--- src/verilog/asel_params.svh ---
// constants for the address space select and check block
// assumes inclusion by the package and the design file
`ifndef ASEL_PARAMS_SVH
`define ASEL_PARAMS_SVH
`define TAG_W 8
`define OFFSET_W 64
`define CTX_ID_W 13
`define TL_W 3
`define PRIMARY_SPACE_CODE 8'h80
`define SECONDARY_SPACE_CODE 8'h81
`define PRIMARY_SPACE_LE_CODE 8'h88
`define SECONDARY_SPACE_LE_CODE 8'h89
`define KERNEL_SPACE_CODE 8'h04
`define KERNEL_SPACE_LE_CODE 8'h0c
`define RESTRICT_TOP_CODE 8'h2f
`define FORBID_LO_CODE 8'h30
`define FORBID_HI_CODE 8'h7f
`define MAX_PRIV_TL 3'h2
`define ACC_FETCH 2'h0
`define ACC_LOAD 2'h1
`define ACC_STORE 2'h2
`define ACC_PREFETCH 2'h3
`endif

--- src/verilog/asel_pkg.sv ---
// types for the address space select and check block
// assumes asel_params.svh is on the include path
`include "asel_params.svh"
package asel_pkg;
  typedef logic [`TAG_W-1:0] tag_t;
  typedef logic [`OFFSET_W-1:0] offset_t;
  typedef logic [`CTX_ID_W-1:0] ctx_id_t;
  typedef enum logic [1:0] {CTX_PRIMARY, CTX_SECONDARY, CTX_KERNEL, CTX_NONE} ctx_sel_e;
endpackage : asel_pkg

--- src/verilog/address_space_select_check.sv ---
// address space tag selection, privilege check and context mapping
// assumes a pipeline issuing one request per cycle on CORE_CLK, same domain
`timescale 1ns/100ps
`include "asel_params.svh"
module address_space_select_check
  import asel_pkg::*;
(
  // clock and reset
  input wire logic CORE_CLK,
  input wire logic RST,
  // processor state
  input wire logic PRIVILEGE_MODE_FLAG,
  input wire logic DEFAULT_LITTLE_ENDIAN_FLAG,
  input wire logic [`TL_W-1:0] TRAP_LEVEL,
  input wire logic [`TAG_W-1:0] TAG_REGISTER,
  input wire logic [`CTX_ID_W-1:0] PRIMARY_CTX,
  input wire logic [`CTX_ID_W-1:0] SECONDARY_CTX,
  // request from issue
  input wire logic REQ_VALID,
  input wire logic [1:0] REQ_KIND,
  input wire logic REQ_ALTERNATE,
  input wire logic REQ_REG_REG,
  input wire logic [`TAG_W-1:0] REQ_INSN_TAG,
  input wire logic [`OFFSET_W-1:0] REQ_OFFSET,
  input wire logic [7:0] REQ_ID,
  // forwarded access to memory management
  output logic MEM_VALID,
  output logic [1:0] MEM_KIND,
  output logic [`TAG_W-1:0] ADDRESS_SPACE_TAG,
  output logic [`OFFSET_W-1:0] MEM_OFFSET,
  output logic [1:0] MEM_CTX_SEL,
  output logic [`CTX_ID_W-1:0] MEM_CTX_ID,
  output logic [7:0] MEM_ID,
  // privilege trap report
  output logic TRAP_VALID,
  output logic [`TAG_W-1:0] TRAP_TAG,
  output logic [7:0] TRAP_ID
);

  // allowed check for a tag under the current mode
  function automatic logic tag_allowed(input tag_t t, input logic priv);
    logic ok;
    ok = 1'b1;
    if (!priv && !t[7]) begin
      ok = 1'b0;
    end else if (priv && t >= `FORBID_LO_CODE && t <= `FORBID_HI_CODE) begin
      ok = 1'b0;
    end
    return ok;
  endfunction : tag_allowed

  // context for a tag
  function automatic ctx_sel_e tag_ctx(input tag_t t);
    ctx_sel_e c;
    c = CTX_NONE;
    if (t == `PRIMARY_SPACE_CODE || t == `PRIMARY_SPACE_LE_CODE) begin
      c = CTX_PRIMARY;
    end else if (t == `SECONDARY_SPACE_CODE || t == `SECONDARY_SPACE_LE_CODE) begin
      c = CTX_SECONDARY;
    end else if (t == `KERNEL_SPACE_CODE || t == `KERNEL_SPACE_LE_CODE) begin
      c = CTX_KERNEL;
    end
    return c;
  endfunction : tag_ctx

  // implicit tag from processor state
  function automatic tag_t implicit_tag(input logic [1:0] kind, input logic priv,
      input logic le, input logic [`TL_W-1:0] tl);
    tag_t t;
    t = `PRIMARY_SPACE_CODE;
    if (tl == '0) begin
      if (kind != `ACC_FETCH && le) begin
        t = `PRIMARY_SPACE_LE_CODE;
      end else begin
        t = `PRIMARY_SPACE_CODE;
      end
    end else if (kind == `ACC_FETCH) begin
      if (priv) begin
        t = `KERNEL_SPACE_CODE;
      end else begin
        t = `PRIMARY_SPACE_CODE;
      end
    end else if (le) begin
      t = `KERNEL_SPACE_LE_CODE;
    end else begin
      t = `KERNEL_SPACE_CODE;
    end
    return t;
  endfunction : implicit_tag

  tag_t tag_d;
  logic use_explicit_d;
  logic ok_d;
  logic fwd_d;
  logic trap_d;
  ctx_sel_e ctx_d;
  ctx_id_t ctx_id_d;

  // explicit tag applies to data accesses only
  always_comb begin
    use_explicit_d = REQ_ALTERNATE && (REQ_KIND != `ACC_FETCH);
  end

  // tag selection
  always_comb begin
    tag_d = implicit_tag(REQ_KIND, PRIVILEGE_MODE_FLAG, DEFAULT_LITTLE_ENDIAN_FLAG, TRAP_LEVEL);
    if (use_explicit_d) begin
      if (REQ_REG_REG) begin
        tag_d = REQ_INSN_TAG;
      end else begin
        tag_d = TAG_REGISTER;
      end
    end
  end

  // privilege check
  always_comb begin
    ok_d = tag_allowed(tag_d, PRIVILEGE_MODE_FLAG);
    fwd_d = REQ_VALID && ok_d;
    trap_d = REQ_VALID && !ok_d;
  end

  // context lookup
  always_comb begin
    ctx_d = tag_ctx(tag_d);
    case (ctx_d)
      CTX_PRIMARY: ctx_id_d = PRIMARY_CTX;
      CTX_SECONDARY: ctx_id_d = SECONDARY_CTX;
      default: ctx_id_d = '0;
    endcase
  end

  // forwarded access strobe
  always_ff @(posedge CORE_CLK) begin
    if (RST) begin
      MEM_VALID <= 1'b0;
    end else begin
      MEM_VALID <= fwd_d;
    end
  end

  // forwarded access kind
  always_ff @(posedge CORE_CLK) begin
    if (RST) begin
      MEM_KIND <= 2'h0;
    end else if (fwd_d) begin
      MEM_KIND <= REQ_KIND;
    end
  end

  // forwarded address space tag
  always_ff @(posedge CORE_CLK) begin
    if (RST) begin
      ADDRESS_SPACE_TAG <= 8'h00;
    end else if (fwd_d) begin
      ADDRESS_SPACE_TAG <= tag_d;
    end
  end

  // forwarded byte offset
  always_ff @(posedge CORE_CLK) begin
    if (RST) begin
      MEM_OFFSET <= 64'h0;
    end else if (fwd_d) begin
      MEM_OFFSET <= REQ_OFFSET;
    end
  end

  // forwarded context select
  always_ff @(posedge CORE_CLK) begin
    if (RST) begin
      MEM_CTX_SEL <= 2'h0;
    end else if (fwd_d) begin
      MEM_CTX_SEL <= 2'(ctx_d);
    end
  end

  // forwarded context id
  always_ff @(posedge CORE_CLK) begin
    if (RST) begin
      MEM_CTX_ID <= '0;
    end else if (fwd_d) begin
      MEM_CTX_ID <= ctx_id_d;
    end
  end

  // forwarded instruction id
  always_ff @(posedge CORE_CLK) begin
    if (RST) begin
      MEM_ID <= 8'h00;
    end else if (fwd_d) begin
      MEM_ID <= REQ_ID;
    end
  end

  // trap strobe
  always_ff @(posedge CORE_CLK) begin
    if (RST) begin
      TRAP_VALID <= 1'b0;
    end else begin
      TRAP_VALID <= trap_d;
    end
  end

  // trapped tag
  always_ff @(posedge CORE_CLK) begin
    if (RST) begin
      TRAP_TAG <= 8'h00;
    end else if (trap_d) begin
      TRAP_TAG <= tag_d;
    end
  end

  // trapped instruction id
  always_ff @(posedge CORE_CLK) begin
    if (RST) begin
      TRAP_ID <= 8'h00;
    end else if (trap_d) begin
      TRAP_ID <= REQ_ID;
    end
  end

endmodule : address_space_select_check

--- config.mk ---
export PLATFORM = sky130hd
export DESIGN_NAME = address_space_select_check
export DESIGN_NICKNAME = d
export VERILOG_FILES = /design/src/verilog/asel_pkg.sv /design/src/verilog/address_space_select_check.sv
export VERILOG_INCLUDE_DIRS = /design/src /design/src/verilog
export SDC_FILE = /design/constraint.sdc
export NUM_CORES = 1
export LEC_CHECK = 0
export ABC_AREA = 0
export BUFFER_PORTS_ARGS = -buffer_cell sky130_fd_sc_hd__buf_2
export CAP_MARGIN = 20
export CORE_ASPECT_RATIO = 0.8
export CORE_MARGIN = 4
export CORE_UTILIZATION = 40
export CTS_BUF_LIST = sky130_fd_sc_hd__clkbuf_4 sky130_fd_sc_hd__clkbuf_8
export DETAILED_ROUTE_END_ITERATION = 12
export PLACE_DENSITY = 0.74
export SLEW_MARGIN = 10
export SYNTH_ARGS = -nofsm -noshare
export SYNTH_HDL_FRONTEND = slang
export SYNTH_SLANG_ARGS = --single-unit
--- constraint.sdc ---
create_clock -name CORE_CLK -period 1.44 [get_ports CORE_CLK]
set_input_delay 0.144 -clock CORE_CLK [delete_from_list [all_inputs] [get_ports CORE_CLK]]
set_output_delay 0.144 -clock CORE_CLK [all_outputs]
set_load 0.01 [all_outputs]
# Word-level counts from Yosys, hierarchy flattened
# Index checks and enable logic that the tools add are counted.
# totals
regBits	115
input_bits	126
output_inout_bits	115
elab_cells	49
# op_classes
order_cmp	2
n_eq_ne	7
muxes	13
n_reduce_logical	17
# op_table
cell	count
$mux 8	5
$eq 8x8->1 const B	4
$pmux 13 s2	1
$eq 8x3->1 const B	1
$eq 8x4->1 const B	1
$ge 8x6->1 const B	1
$le 8x7->1 const B	1
$mux 4	2
$logic_and 1x1->1	7
$logic_not 2->1	2
$mux 2	2
$logic_not 1->1	3
$logic_not 3->1	1
$logic_or 1x1->1	3
$mux 1	3
$eq 2x1->1 const B	1
$reduce_bool 2->1	1

# Logic depth before layout (Yosys ltp)
# Gate-level depths: netlist of the first run.
# depth
depth_word	12
depth_mapped	8
depth_no_buf	5

# Worst setup path after synthesis of the first run
# Ideal clock, no wire load.
# synth_path
path_type	input port to flip-flop
startpoint	input REQ_REG_REG
endpoint	register MEM_ID[4]
setup_ps	132
arrival_ps	1441
required_time_ps	1308
slack_ps	-133
cell_stages	8
path_buffers	3
cell_sequence	buf_4 -> mux2i_1 -> o21ai_1 -> o211a_4 -> buf_6 -> buf_6 -> o21ai_0 -> a21oi_1
# synth_via
elab_chain_cells	8
elab_cells_between_ends	11
classes_between	order compare: 2; mux: 4; reduce/logical: 5
# synth_rtl
element	line	source
start: declaration	address_space_select_check.sv:22	input wire logic REQ_REG_REG,
$mux 8 (*)	address_space_select_check.sv:108	if (REQ_REG_REG) begin
$mux 8 (*)	address_space_select_check.sv:107	if (use_explicit_d) begin
$ge 8x6->1 (no line)	n/a	
$logic_and 1x1->1 (no line) (2 in a row)	n/a	
$mux 1	address_space_select_check.sv:46	end else if (priv && t >= `FORBID_LO_CODE && t <= `FORBID_HI_CODE) begin
$mux 1 (*)	address_space_select_check.sv:44	if (!priv && !t[7]) begin
$logic_and 1x1->1 (*)	address_space_select_check.sv:119	fwd_d = REQ_VALID && ok_d;
end signal: assignment	address_space_select_check.sv:190	MEM_ID <= 8'h00;
end signal: assignment	address_space_select_check.sv:192	MEM_ID <= REQ_ID;
end: declaration	address_space_select_check.sv:33	output logic [7:0] MEM_ID,
# Every way passes the cells marked *; elsewhere a longest branch is shown, timed or not.
# A chain may end at the register's enable or synchronous reset.

# Final worst setup path of the first run
# layout_path
startpoint	input REQ_REG_REG
endpoint	register MEM_CTX_ID[6]
# layout_via
elab_chain_cells	9
elab_cells_between_ends	26
classes_between	order compare: 2; eq/ne: 7; mux: 8; reduce/logical: 9
# layout_rtl
element	line	source
$mux 8 (*)	address_space_select_check.sv:108	
$mux 8 (*)	address_space_select_check.sv:107	
$eq 8x3->1 (no line) or $eq 8x4->1 (tied branches)	n/a	
$logic_or 1x1->1 (no line)	n/a	
$mux 1	address_space_select_check.sv:60	end else if (t == `KERNEL_SPACE_CODE || t == `KERNEL_SPACE_LE_CODE) begin
$mux 2	address_space_select_check.sv:58	end else if (t == `SECONDARY_SPACE_CODE || t == `SECONDARY_SPACE_LE_CODE) begin
$mux 2	address_space_select_check.sv:56	if (t == `PRIMARY_SPACE_CODE || t == `PRIMARY_SPACE_LE_CODE) begin
$eq 2x1->1 or $logic_not 2->1 (tied branches)	address_space_select_check.sv:126	case (ctx_d)
$pmux 13 s2	address_space_select_check.sv:126	
end signal: assignment	address_space_select_check.sv:183	MEM_CTX_ID <= ctx_id_d;
end: declaration	address_space_select_check.sv:32	output logic [`CTX_ID_W-1:0] MEM_CTX_ID,
# Marks and branches as above.

==> results by stage, run 1 <==
Outcome:
- The run finished with clean final reports.

Setup path:
- The worst register-to-register path begins at MEM_ID[0].
- The largest stage delay on the critical path is 0.38 ns.
- The depth of the most critical reg-to-reg path is 2.
- The critical path endpoint category is a flop.
- The library cell contributing the largest single delay on the critical path is sky130_fd_sc_hd__mux2_2.
- The class of the most critical setup path is primary input to flop.
- The critical path contains buffers and inverters numbering 4 combined.
- At the worst endpoint, the required time is 1.78 ns.
- The critical path data arrival time is 1.74 ns.
- The maximum net fanout on the critical path is 13.
- The kind of cell adding the most delay to the critical path is buffers and inverters.
- The slack of the worst reg-to-reg path is 0.74 ns.
- The startpoint type of the worst setup path is a primary input.
- The cell occurring most often along the worst timing path is sky130_fd_sc_hd__buf_4.
- Walking the worst path, the cells encountered are clkbuf_4, mux2_2, nand2_2, o211ai_4, buf_4, buf_4, a21oi_2, buf_12, o2bb2ai_1.
- In this run the critical register-to-register path is captured at MEM_ID[0].

Job:
- The count of max-cap constraint violations is 0.

Clocking:
- TritonCTS built the clock tree.
- After clock tree synthesis, the clock-pin slew on the worst setup and hold paths is 0.07 ns.
- CTS saw 115 sinks.
- The clock tree synthesis step divided the H-tree into 4 levels.
- The maximum clock path buffer count is 2.
- The clock root buffer is sky130_fd_sc_hd__clkbuf_8.
- At the later pin of the worst-skew pair, clock insertion delay measures 0.41 ns.
- Clock tree synthesis inserted a total of 17 buffers.

Synth:
- For this run, the register share of the synthesized area comes to 0.499.
- The cell area after synthesis is 4620 µm².
- The number of synthesized register bits is 115.
- Synthesis handed over a netlist of 539 instances.
- Counting flops with a built-in enable in the synthesized netlist gives 0.
- The dominant register cell in the synthesized netlist is sky130_fd_sc_hd__dfxtp_1.
- The number of nets handed over by synthesis was 665.
- The number of different library cells in the post-synthesis netlist is 30.
- For this run, asynchronously set or reset flops after synthesis account for 0.
- Yosys printed 0 warnings.
- Dividing the synthesized area by the synthesized cell count gives 8.56 µm².

Layout:
- Once layout is complete, the cells apart from fillers number 1,023.
- The final design instance area without fill is 7430 µm².
- Counting the fill cells in the layout gives 891.
- In the final design database the tool counted 993 nets.
- The count of antenna diodes in the layout is 0.
- In the final layout, the multi-input gates occupy 2100 µm².
- The area occupied by registers is 2300 µm².
- The ratio of cells with drive above 1 in the final layout is 0.382.
- The area growth from synthesis to layout is 61.0%.
- Measured on the finished design, the core utilization comes to 0.672.

Hold path:
- The terminating pin of the worst hold path is MEM_CTX_ID[8].
- The count of cells along the worst hold path is 3.
- The type of the tightest min-delay check is primary input to flop.
- The origin of the worst min-delay path is PRIMARY_CTX[8].

Timing:
- The number of endpoints with negative hold slack in the final report was 0.
- On the final layout, the worst clock skew is 0 ns.
- The maximum clock frequency is 716 MHz.
- The tightest slew margin relative to the limit is 0.683.
- Dividing the final minimum period by the clock period gives 0.970.
- The final critical path time including I/O delays and setup is 1.40 ns.
- The setup TNS is 0 ns.
- Across all setup checks in the final design, the least slack found is 0.0434 ns.
- The final-report max-slew violation count is 0.
- Setup violations remaining at the end of the flow were counted as 0.
- On the final layout, the worst hold slack is 0.0241 ns.
- The slew at the pin with the worst max-slew slack is 0.472 ns.

Route:
- The DRC violation total after the first TritonRoute iteration is 356.
- Summing over every cut layer, the via total after detailed routing is 5,619.
- In the routed layout, each cell is associated on average with a via count of 5.49.
- After detailed routing, the number of remaining DRC violations is 0.
- After detailed routing, the total wire length is 17,300 µm.
- In the final routed layout, each cell accounts on average for 16.9 µm.
- The first detailed-routing pass took 5 iterations.
- The number of antenna-violating nets in the routed design is 0.

Global routing:
- The remaining global-route overflow is 0.
- The number of antenna violations at the first check in global routing is 0.
- The pin count of the biggest net entering global routing is 53.
- For this run, global-route usage on met2 was measured as 0.421.
- The layer flagged by global routing as most heavily used is met2.
- In the global route stage, met1 resource usage came out at 0.293.
- The first-pass GRT wire length is 27,200 µm.
- The number of global-route vias before repair is 5,550.
- In the global route stage, met3 resource usage came out at 0.0719.
- The global-route usage over all layers is 0.248.

Placement:
- The wire-length estimate of the detail-placed layout is 10,800 µm.
- Once placement completed, the tool counted placed cells totaling 910.
- After detailed placement, the total cell area comes to 6230 µm².
- The port buffer count is 240.
- The global placement routability congestion is 0.923.
- Timing analysis after detailed placement gives a worst setup slack of -0.359 ns.

Power:
- The peak supply drop is 0.661 mV.
- After layout, the design draws a total of 7.84 mW.
- The leakage power is 3.30 nW.
- Dividing total power by cell area gives a power density of 1060 nW/µm².

Floorplanning:
- The floorplan has 34 rows.
- Pin placement for this block handled 241 I/O pins.
- Measured along the y axis, the die boundary spans 104 µm.
- The width of the die is 128 µm.
- The initial cell density of the core is 0.417.
- The area of the die is 13,300 µm².
- The area of the core is 11,100 µm².
## state kept, by name (all words and copies together), names as in the netlist
signal,flops
TRAP_VALID,1
ADDRESS_SPACE_TAG,8
MEM_KIND,2
MEM_ID,8
TRAP_ID,8
MEM_VALID,1
TRAP_TAG,8
MEM_CTX_SEL,2
MEM_CTX_ID,13
MEM_OFFSET,64
## report_power, final
| group | switching (mW) | internal, mW |
|---|---|---|
| logic | 0.891 | 0.791 |
| registers | 0.0863 | 3.36 |
| clock network | 1.25 | 1.47 |
| total | 2.22 | 5.62 |
## cell usage in the layout (no fill, tap or decap), types with 5 or more instances in the layout
master	count
sky130_fd_sc_hd__a32oi_1	13
sky130_fd_sc_hd__a21oi_1	102
sky130_fd_sc_hd__dlygate4sd3_1	78
sky130_fd_sc_hd__buf_12	9
sky130_fd_sc_hd__clkinv_2	5
sky130_fd_sc_hd__dfxtp_1	115
sky130_fd_sc_hd__nor2_1	10
sky130_fd_sc_hd__buf_4	41
sky130_fd_sc_hd__nand3_1	97
sky130_fd_sc_hd__o2bb2ai_1	13
sky130_fd_sc_hd__o21ai_0	77
sky130_fd_sc_hd__buf_2	237
sky130_fd_sc_hd__clkbuf_8	19
sky130_fd_sc_hd__mux2i_1	5
sky130_fd_sc_hd__nand2_1	15
## cell type report
class,count,area share
Multi-Input combinational cell,365,0.282
Clock buffer,21,0.0372
Sequential cell,115,0.310
Tap cell,144,0.0242
Clock inverter,10,0.0114
Timing Repair Buffer,367,0.335
Inverter,1,0.000505
## worst register-to-register path, stage by stage, from the launching register on
cell	delay, ns
sky130_fd_sc_hd__dfxtp_1	0.38
sky130_fd_sc_hd__o21ai_0	0.11
sky130_fd_sc_hd__a21oi_1	0.15
## repair_timing
item / in CTS / in global routing
resized for setup: 0 / 2
setup endpoints to repair: 0 / 35
hold buffers: 78 / 0
setup buffers: 0 / 3
endpoints found under the hold margin: 86 / 0
## Yosys cell counts, types with 2 or more instances
| library cell | number | area, µm² |
|---|---|---|
| sky130_fd_sc_hd__a211oi_1 | 4 | 30.0 |
| sky130_fd_sc_hd__a21oi_1 | 102 | 510 |
| sky130_fd_sc_hd__a21oi_2 | 2 | 17.5 |
| sky130_fd_sc_hd__a32oi_1 | 13 | 114 |
| sky130_fd_sc_hd__buf_2 | 15 | 75.1 |
| sky130_fd_sc_hd__buf_4 | 8 | 60.1 |
| sky130_fd_sc_hd__buf_6 | 3 | 33.8 |
| sky130_fd_sc_hd__clkbuf_1 | 31 | 116 |
| sky130_fd_sc_hd__dfxtp_1 | 115 | 2300 |
| sky130_fd_sc_hd__mux2i_1 | 8 | 80.1 |
| sky130_fd_sc_hd__nand2_1 | 16 | 60.1 |
| sky130_fd_sc_hd__nand3_1 | 97 | 485 |
| sky130_fd_sc_hd__nor2_1 | 10 | 37.5 |
| sky130_fd_sc_hd__nor3_1 | 3 | 15.0 |
| sky130_fd_sc_hd__nor3_2 | 2 | 20.0 |
| sky130_fd_sc_hd__o21a_1 | 2 | 15.0 |
| sky130_fd_sc_hd__o21ai_0 | 80 | 400 |
| sky130_fd_sc_hd__o21ai_1 | 3 | 15.0 |
| sky130_fd_sc_hd__o2bb2ai_1 | 13 | 114 |
| sky130_fd_sc_hd__xnor2_1 | 2 | 17.5 |
## logic make-up (layout without fill, tap and decap cells)
group	Yosys count	count (layout)	share of synthesized area
buffers and inverters	59	399	0.0634
xor gates and xnor gates	2	2	0.00380
and+or+nand+nor	130	130	0.137
AOI/OAI and AO/OA	224	224	0.277
muxes	9	9	0.0198
DFF	115	115	0.499
## routing by layer
metal	up-vias	wire, µm
li1	2627	-
met1	2669	6740
met2	283	8610
met3	40	1460
met4	0	450
met5	-	0
## worst max path at each step
| stage | startpoint | to | slack (ns) | depth (start not counted) |
|---|---|---|---|---|
| after floorplan | REQ_REG_REG | MEM_ID[3] | -0.007 | 8 |
| after global placement | REQ_REG_REG | ADDRESS_SPACE_TAG[7] | -0.28 | 7 |
| after detailed placement | REQ_REG_REG | MEM_OFFSET[38] | -0.36 | 7 |
| after CTS | REQ_REG_REG | MEM_OFFSET[55] | 0.09 | 7 |
| after global routing | REQ_REG_REG | MEM_CTX_ID[11] | -0.008 | 9 |
| final | REQ_REG_REG | MEM_CTX_ID[6] | 0.04 | 9 |
No activity file was read; power rests on OpenSTA's default activity.
==> inputs of run 2 (changes only) <==
ABC_AREA = 1   (was 0)
CORE_MARGIN = unset   (was 4)
==> results by stage, run 2 <==
Global routing:
- The number of global-route vias before repair is 5,073.
- The first-pass GRT wire length is 23,700 µm.
- Summed over all layers, the global routing overflow is 0.
- The met2 track demand over resource in global routing is 0.442.
- In the global route stage, met3 resource usage came out at 0.0804.
- The global-route met1 utilization is 0.276.
- Entering global routing, the biggest net connects 56 pins.
- The peak-usage layer in the global routing report is met2.
- The global-route usage over all layers is 0.255.
- The number of antenna violations at the first check in global routing was 1.

Clocking:
- The clock transition at the register clock pins on the worst setup and hold paths after CTS is 0.07 ns.
- The count of clock tree sinks is 115.
- The clock root buffer is sky130_fd_sc_hd__clkbuf_8.
- TritonCTS built the clock tree.
- The number of H-tree levels is 4.
- The clock insertion delay at the later pin of the skew report is 0.42 ns.
- Once the clock tree was built, the setup fixing pass inserted 0 buffers.
- In this run the deepest clock path goes through 2 buffers.
- In this run, CTS created clock tree buffers numbering 17.

Timing:
- The number of endpoints with negative hold slack in the final report is 0.
- Based on the critical path, the design can be clocked at up to 781 MHz.
- In the finished design, the share of the clock period the worst path needs comes to 0.889.
- On the final layout, the worst clock skew is 0 ns.
- Setup repair after global routing left no endpoint under its margin.
- After layout, the minimum clock period comes to 1.28 ns.
- For the final routed database, the setup TNS stands at 0 ns.
- The slew at the pin with the worst max-slew slack is 0.366 ns.
- The final-report max-slew violation count came to 0.
- The tightest slew margin relative to the limit is 0.756.
- The total of endpoints with negative setup slack in the final report is 0.

Layout:
- The layout has 937 filler cells.
- The area growth from synthesis to layout is 57.7%.
- Leaving out fill and tap cells, the most frequent cells in the layout are 240 x sky130_fd_sc_hd__buf_2, 190 x sky130_fd_sc_hd__nor2_1, 115 x sky130_fd_sc_hd__dfxtp_1, 87 x sky130_fd_sc_hd__o21ai_0, 72 x sky130_fd_sc_hd__nand2_1.
- At the end of the flow the core is filled with cells to 0.655.
- The count of cells in the finished layout, fillers not included, comes to 1,082.
- MEM_OFFSET holds more flip-flops than any other register.
- The number of nets in the final layout is 1,050.
- Of the cells placed in the final design, the portion with a size suffix greater than 1 is 0.362.
- The library cell used most frequently in the layout, excluding fill and tap cells, is sky130_fd_sc_hd__buf_2.
- The largest registers in the layout are MEM_OFFSET (64), MEM_CTX_ID (13).
- The register with the most flip-flops in the layout has 64 of them.

Setup path:
- The kind of cell with the highest combined delay along the critical path is simple AND/OR/NAND/NOR gates.
- The critical path goes through buf_2, inv_4, nand2_1, nand2_1, nand2_1, nor2_1, o21ai_2, nand2_4, buf_12, nor3_1, nor2_1.
- STA classifies the critical path startpoint as a primary input.
- The worst setup path is captured at a flop.
- Setup slack on the worst reg-to-reg path comes out at 0.79 ns.
- By instance count, the cell type seen most on the critical path is sky130_fd_sc_hd__nand2_1.
- The critical path data required time is 1.75 ns.
- In this run the critical register-to-register path is captured at MEM_CTX_SEL[0].
- The largest individual stage delay along the critical path comes from the cell sky130_fd_sc_hd__nor3_1.
- The count of buffer and inverter cells on the critical path is 3.
- For the worst setup path, the data arrival time is 1.59 ns.
- Of all nets on the critical path, the largest fanout is 44.
- The class of the most critical setup path is primary input to flop.
- The largest stage delay on the critical path is 0.24 ns.
- The number of cells on the worst reg-to-reg path is 2.
- The reg-to-reg startpoint is MEM_CTX_SEL[0].

Route:
- Dividing the detail-routed wire length by the instance count gives 13.7 µm.
- The final route contains 5,120 vias.
- The first detailed-routing pass took 4 iterations.
- Dividing the detail-routed via count by the number of cells gives 4.73.
- After detailed routing, the total wire length is 14,800 µm.
- For this run, design rule violations remaining after detail routing come to 0.
- The number of antenna-violating nets in the routed design is 0.
- The DRC violation total after the first TritonRoute iteration is 248.

Placement:
- The global placement routability congestion is 0.857.
- In this run, placement finished with an instance count of 979.
- During placement, the flow inserted port buffers numbering 240.
- The post-DP HPWL is 9610 µm.

Power:
- Of the total power, registers draw 0.415.
- The net switching fraction of the power is 0.279.
- The clock network fraction of total power is 0.394.
- Internal power comes to 6.17 mW.
- The leakage power is 3.59 nW.
- Across the VDD grid, the largest voltage drop is 0.913 mV.
- The share of total power dissipated in combinational logic is 0.191.
- The switching power summed over all nets is 2.38 mW.
- The cell area power density is 1190 nW/µm².

Synth:
- After synthesis the cells add up to 4560 µm².
- The count of yosys warnings during synthesis is 0.
- The number of enable flip-flop cells after synthesis is 0.
- The share of synthesized area occupied by flip-flops and latches is 0.505.
- The library cell with the highest instance count after synthesis is sky130_fd_sc_hd__nor2_1.
- Synthesis produced 599 cells.
- After synthesis, the netlist uses 31 different library cells.
- The number of synthesized register bits is 115.
- The fraction of synthesized cell area taken by the top area cell type is 0.505.
- The async set-reset flop share out of synthesis is 0.
- The mean cell area of the mapped netlist is 7.61 µm².
- By count the netlist is led by 190 x sky130_fd_sc_hd__nor2_1, 115 x sky130_fd_sc_hd__dfxtp_1, 87 x sky130_fd_sc_hd__o21ai_0.
- The largest area contributor in the netlist is sky130_fd_sc_hd__dfxtp_1.
- Among all flip-flop cells after synthesis, the most frequent one is sky130_fd_sc_hd__dfxtp_1.
- In the post-synthesis netlist, the biggest area contributors are sky130_fd_sc_hd__dfxtp_1 50%, sky130_fd_sc_hd__nor2_1 16%, sky130_fd_sc_hd__o21ai_0 9.5%.
- The total nets after synthesis is 725.

Hold path:
- The worst hold path terminates at MEM_OFFSET[19].
- The type of the tightest min-delay check is primary input to flop.
- The origin of the worst min-delay path is REQ_OFFSET[19].
- The worst hold path was traced through 3 stages.

Floorplanning:
- In this run the core area contains 34 standard-cell rows.
- The floorplan step defined a core boundary enclosing 11,000 µm².
- The die covers 11,800 µm².
- The initial cell density of the core is 0.415.
- The count of boundary I/O pins is 241.
- The width of the die is 121 µm.
- The die extent in y is 97.5 µm.

Job:
- The tool flagged a number of max-cap violations equal to 0.

Outcome:
- The run finished with clean final reports.
==> run 2: metal layers <==
layer / wire length (µm) / vias to the layer above
met4: 452 / 0
met2: 7210 / 220
met5: 0 / -
met1: 5920 / 2280
met3: 1220 / 39
li1: - / 2581
==> run 2: final cells by class <==
class,count,area (µm²),area share
tap,144,180,0.0251
inverter,14,60.1,0.00835
multi-input combinational,429,1920,0.266
antenna,1,2.50,0.000348
sequential,115,2300,0.320
clock buffer,19,255,0.0355
timing repair buffer,347,2280,0.317
clock inverter,13,196,0.0273
==> run 2: logic make-up (layout without fill, tap and decap cells) <==
family	count (synthesis)	in the layout	synth area share
other cells	0	1	0
compound gates	126	126	0.143
simple gates	303	303	0.276
flops	115	115	0.505
buf+inv	55	393	0.0760
==> run 2: through the flow <==
| step | total power, mW | setup WS, ns | instance area, µm² | hold slack, ns |
|---|---|---|---|---|
| 2_1_floorplan | 4.43 | 0.00204 | 4560 | 0.279 |
| 3_3_place_gp | 5.06 | -0.256 | 6030 | 0.386 |
| 3_5_place_dp | 5.08 | -0.329 | 6030 | 0.386 |
| 4_1_cts | 8.60 | 0.124 | 7180 | 0.000585 |
| 5_1_grt | 8.98 | 0.00753 | 7190 | 0.0150 |
| 6_report | 8.55 | 0.160 | 7190 | 0.0182 |
==> run 2: worst max path at each step <==
stage	start	endpoint	slack, ns	cells after the start
finish	REQ_REG_REG	MEM_CTX_SEL[0]	0.16	11
global route	REQ_KIND[0]	MEM_CTX_SEL[0]	0.008	12
CTS	REQ_KIND[1]	MEM_CTX_ID[2]	0.12	10
detailed placement	REQ_KIND[1]	MEM_CTX_ID[4]	-0.33	10
global placement	REQ_KIND[0]	MEM_CTX_SEL[0]	-0.26	12
floorplan	REQ_REG_REG	ADDRESS_SPACE_TAG[4]	0.002	13
==> run 2: what timing repair did <==
item                       in CTS  in global routing
setup endpoints to repair       0                 12
hold buffers                   70                  0
gates resized for setup         0                  1
hold endpoints to repair       78                  0
==> run 2: power by group through the flow <==
stage | clock [mW] | sequential [mW] | combinational (mW)
6_report | 3.37 | 3.55 | 1.63
5_1_grt | 3.60 | 3.58 | 1.80
4_1_cts | 3.44 | 3.55 | 1.61
3_5_place_dp | 0 | 3.62 | 1.46
3_3_place_gp | 0 | 3.61 | 1.45
2_1_floorplan | 0 | 3.74 | 0.686
==> run 2: worst register-to-register path: stages (launching register included) <==
cell and delay [ns]:
sky130_fd_sc_hd__dfxtp_1 0.32, sky130_fd_sc_hd__o21ai_0 0.17, sky130_fd_sc_hd__nor2_1 0.05
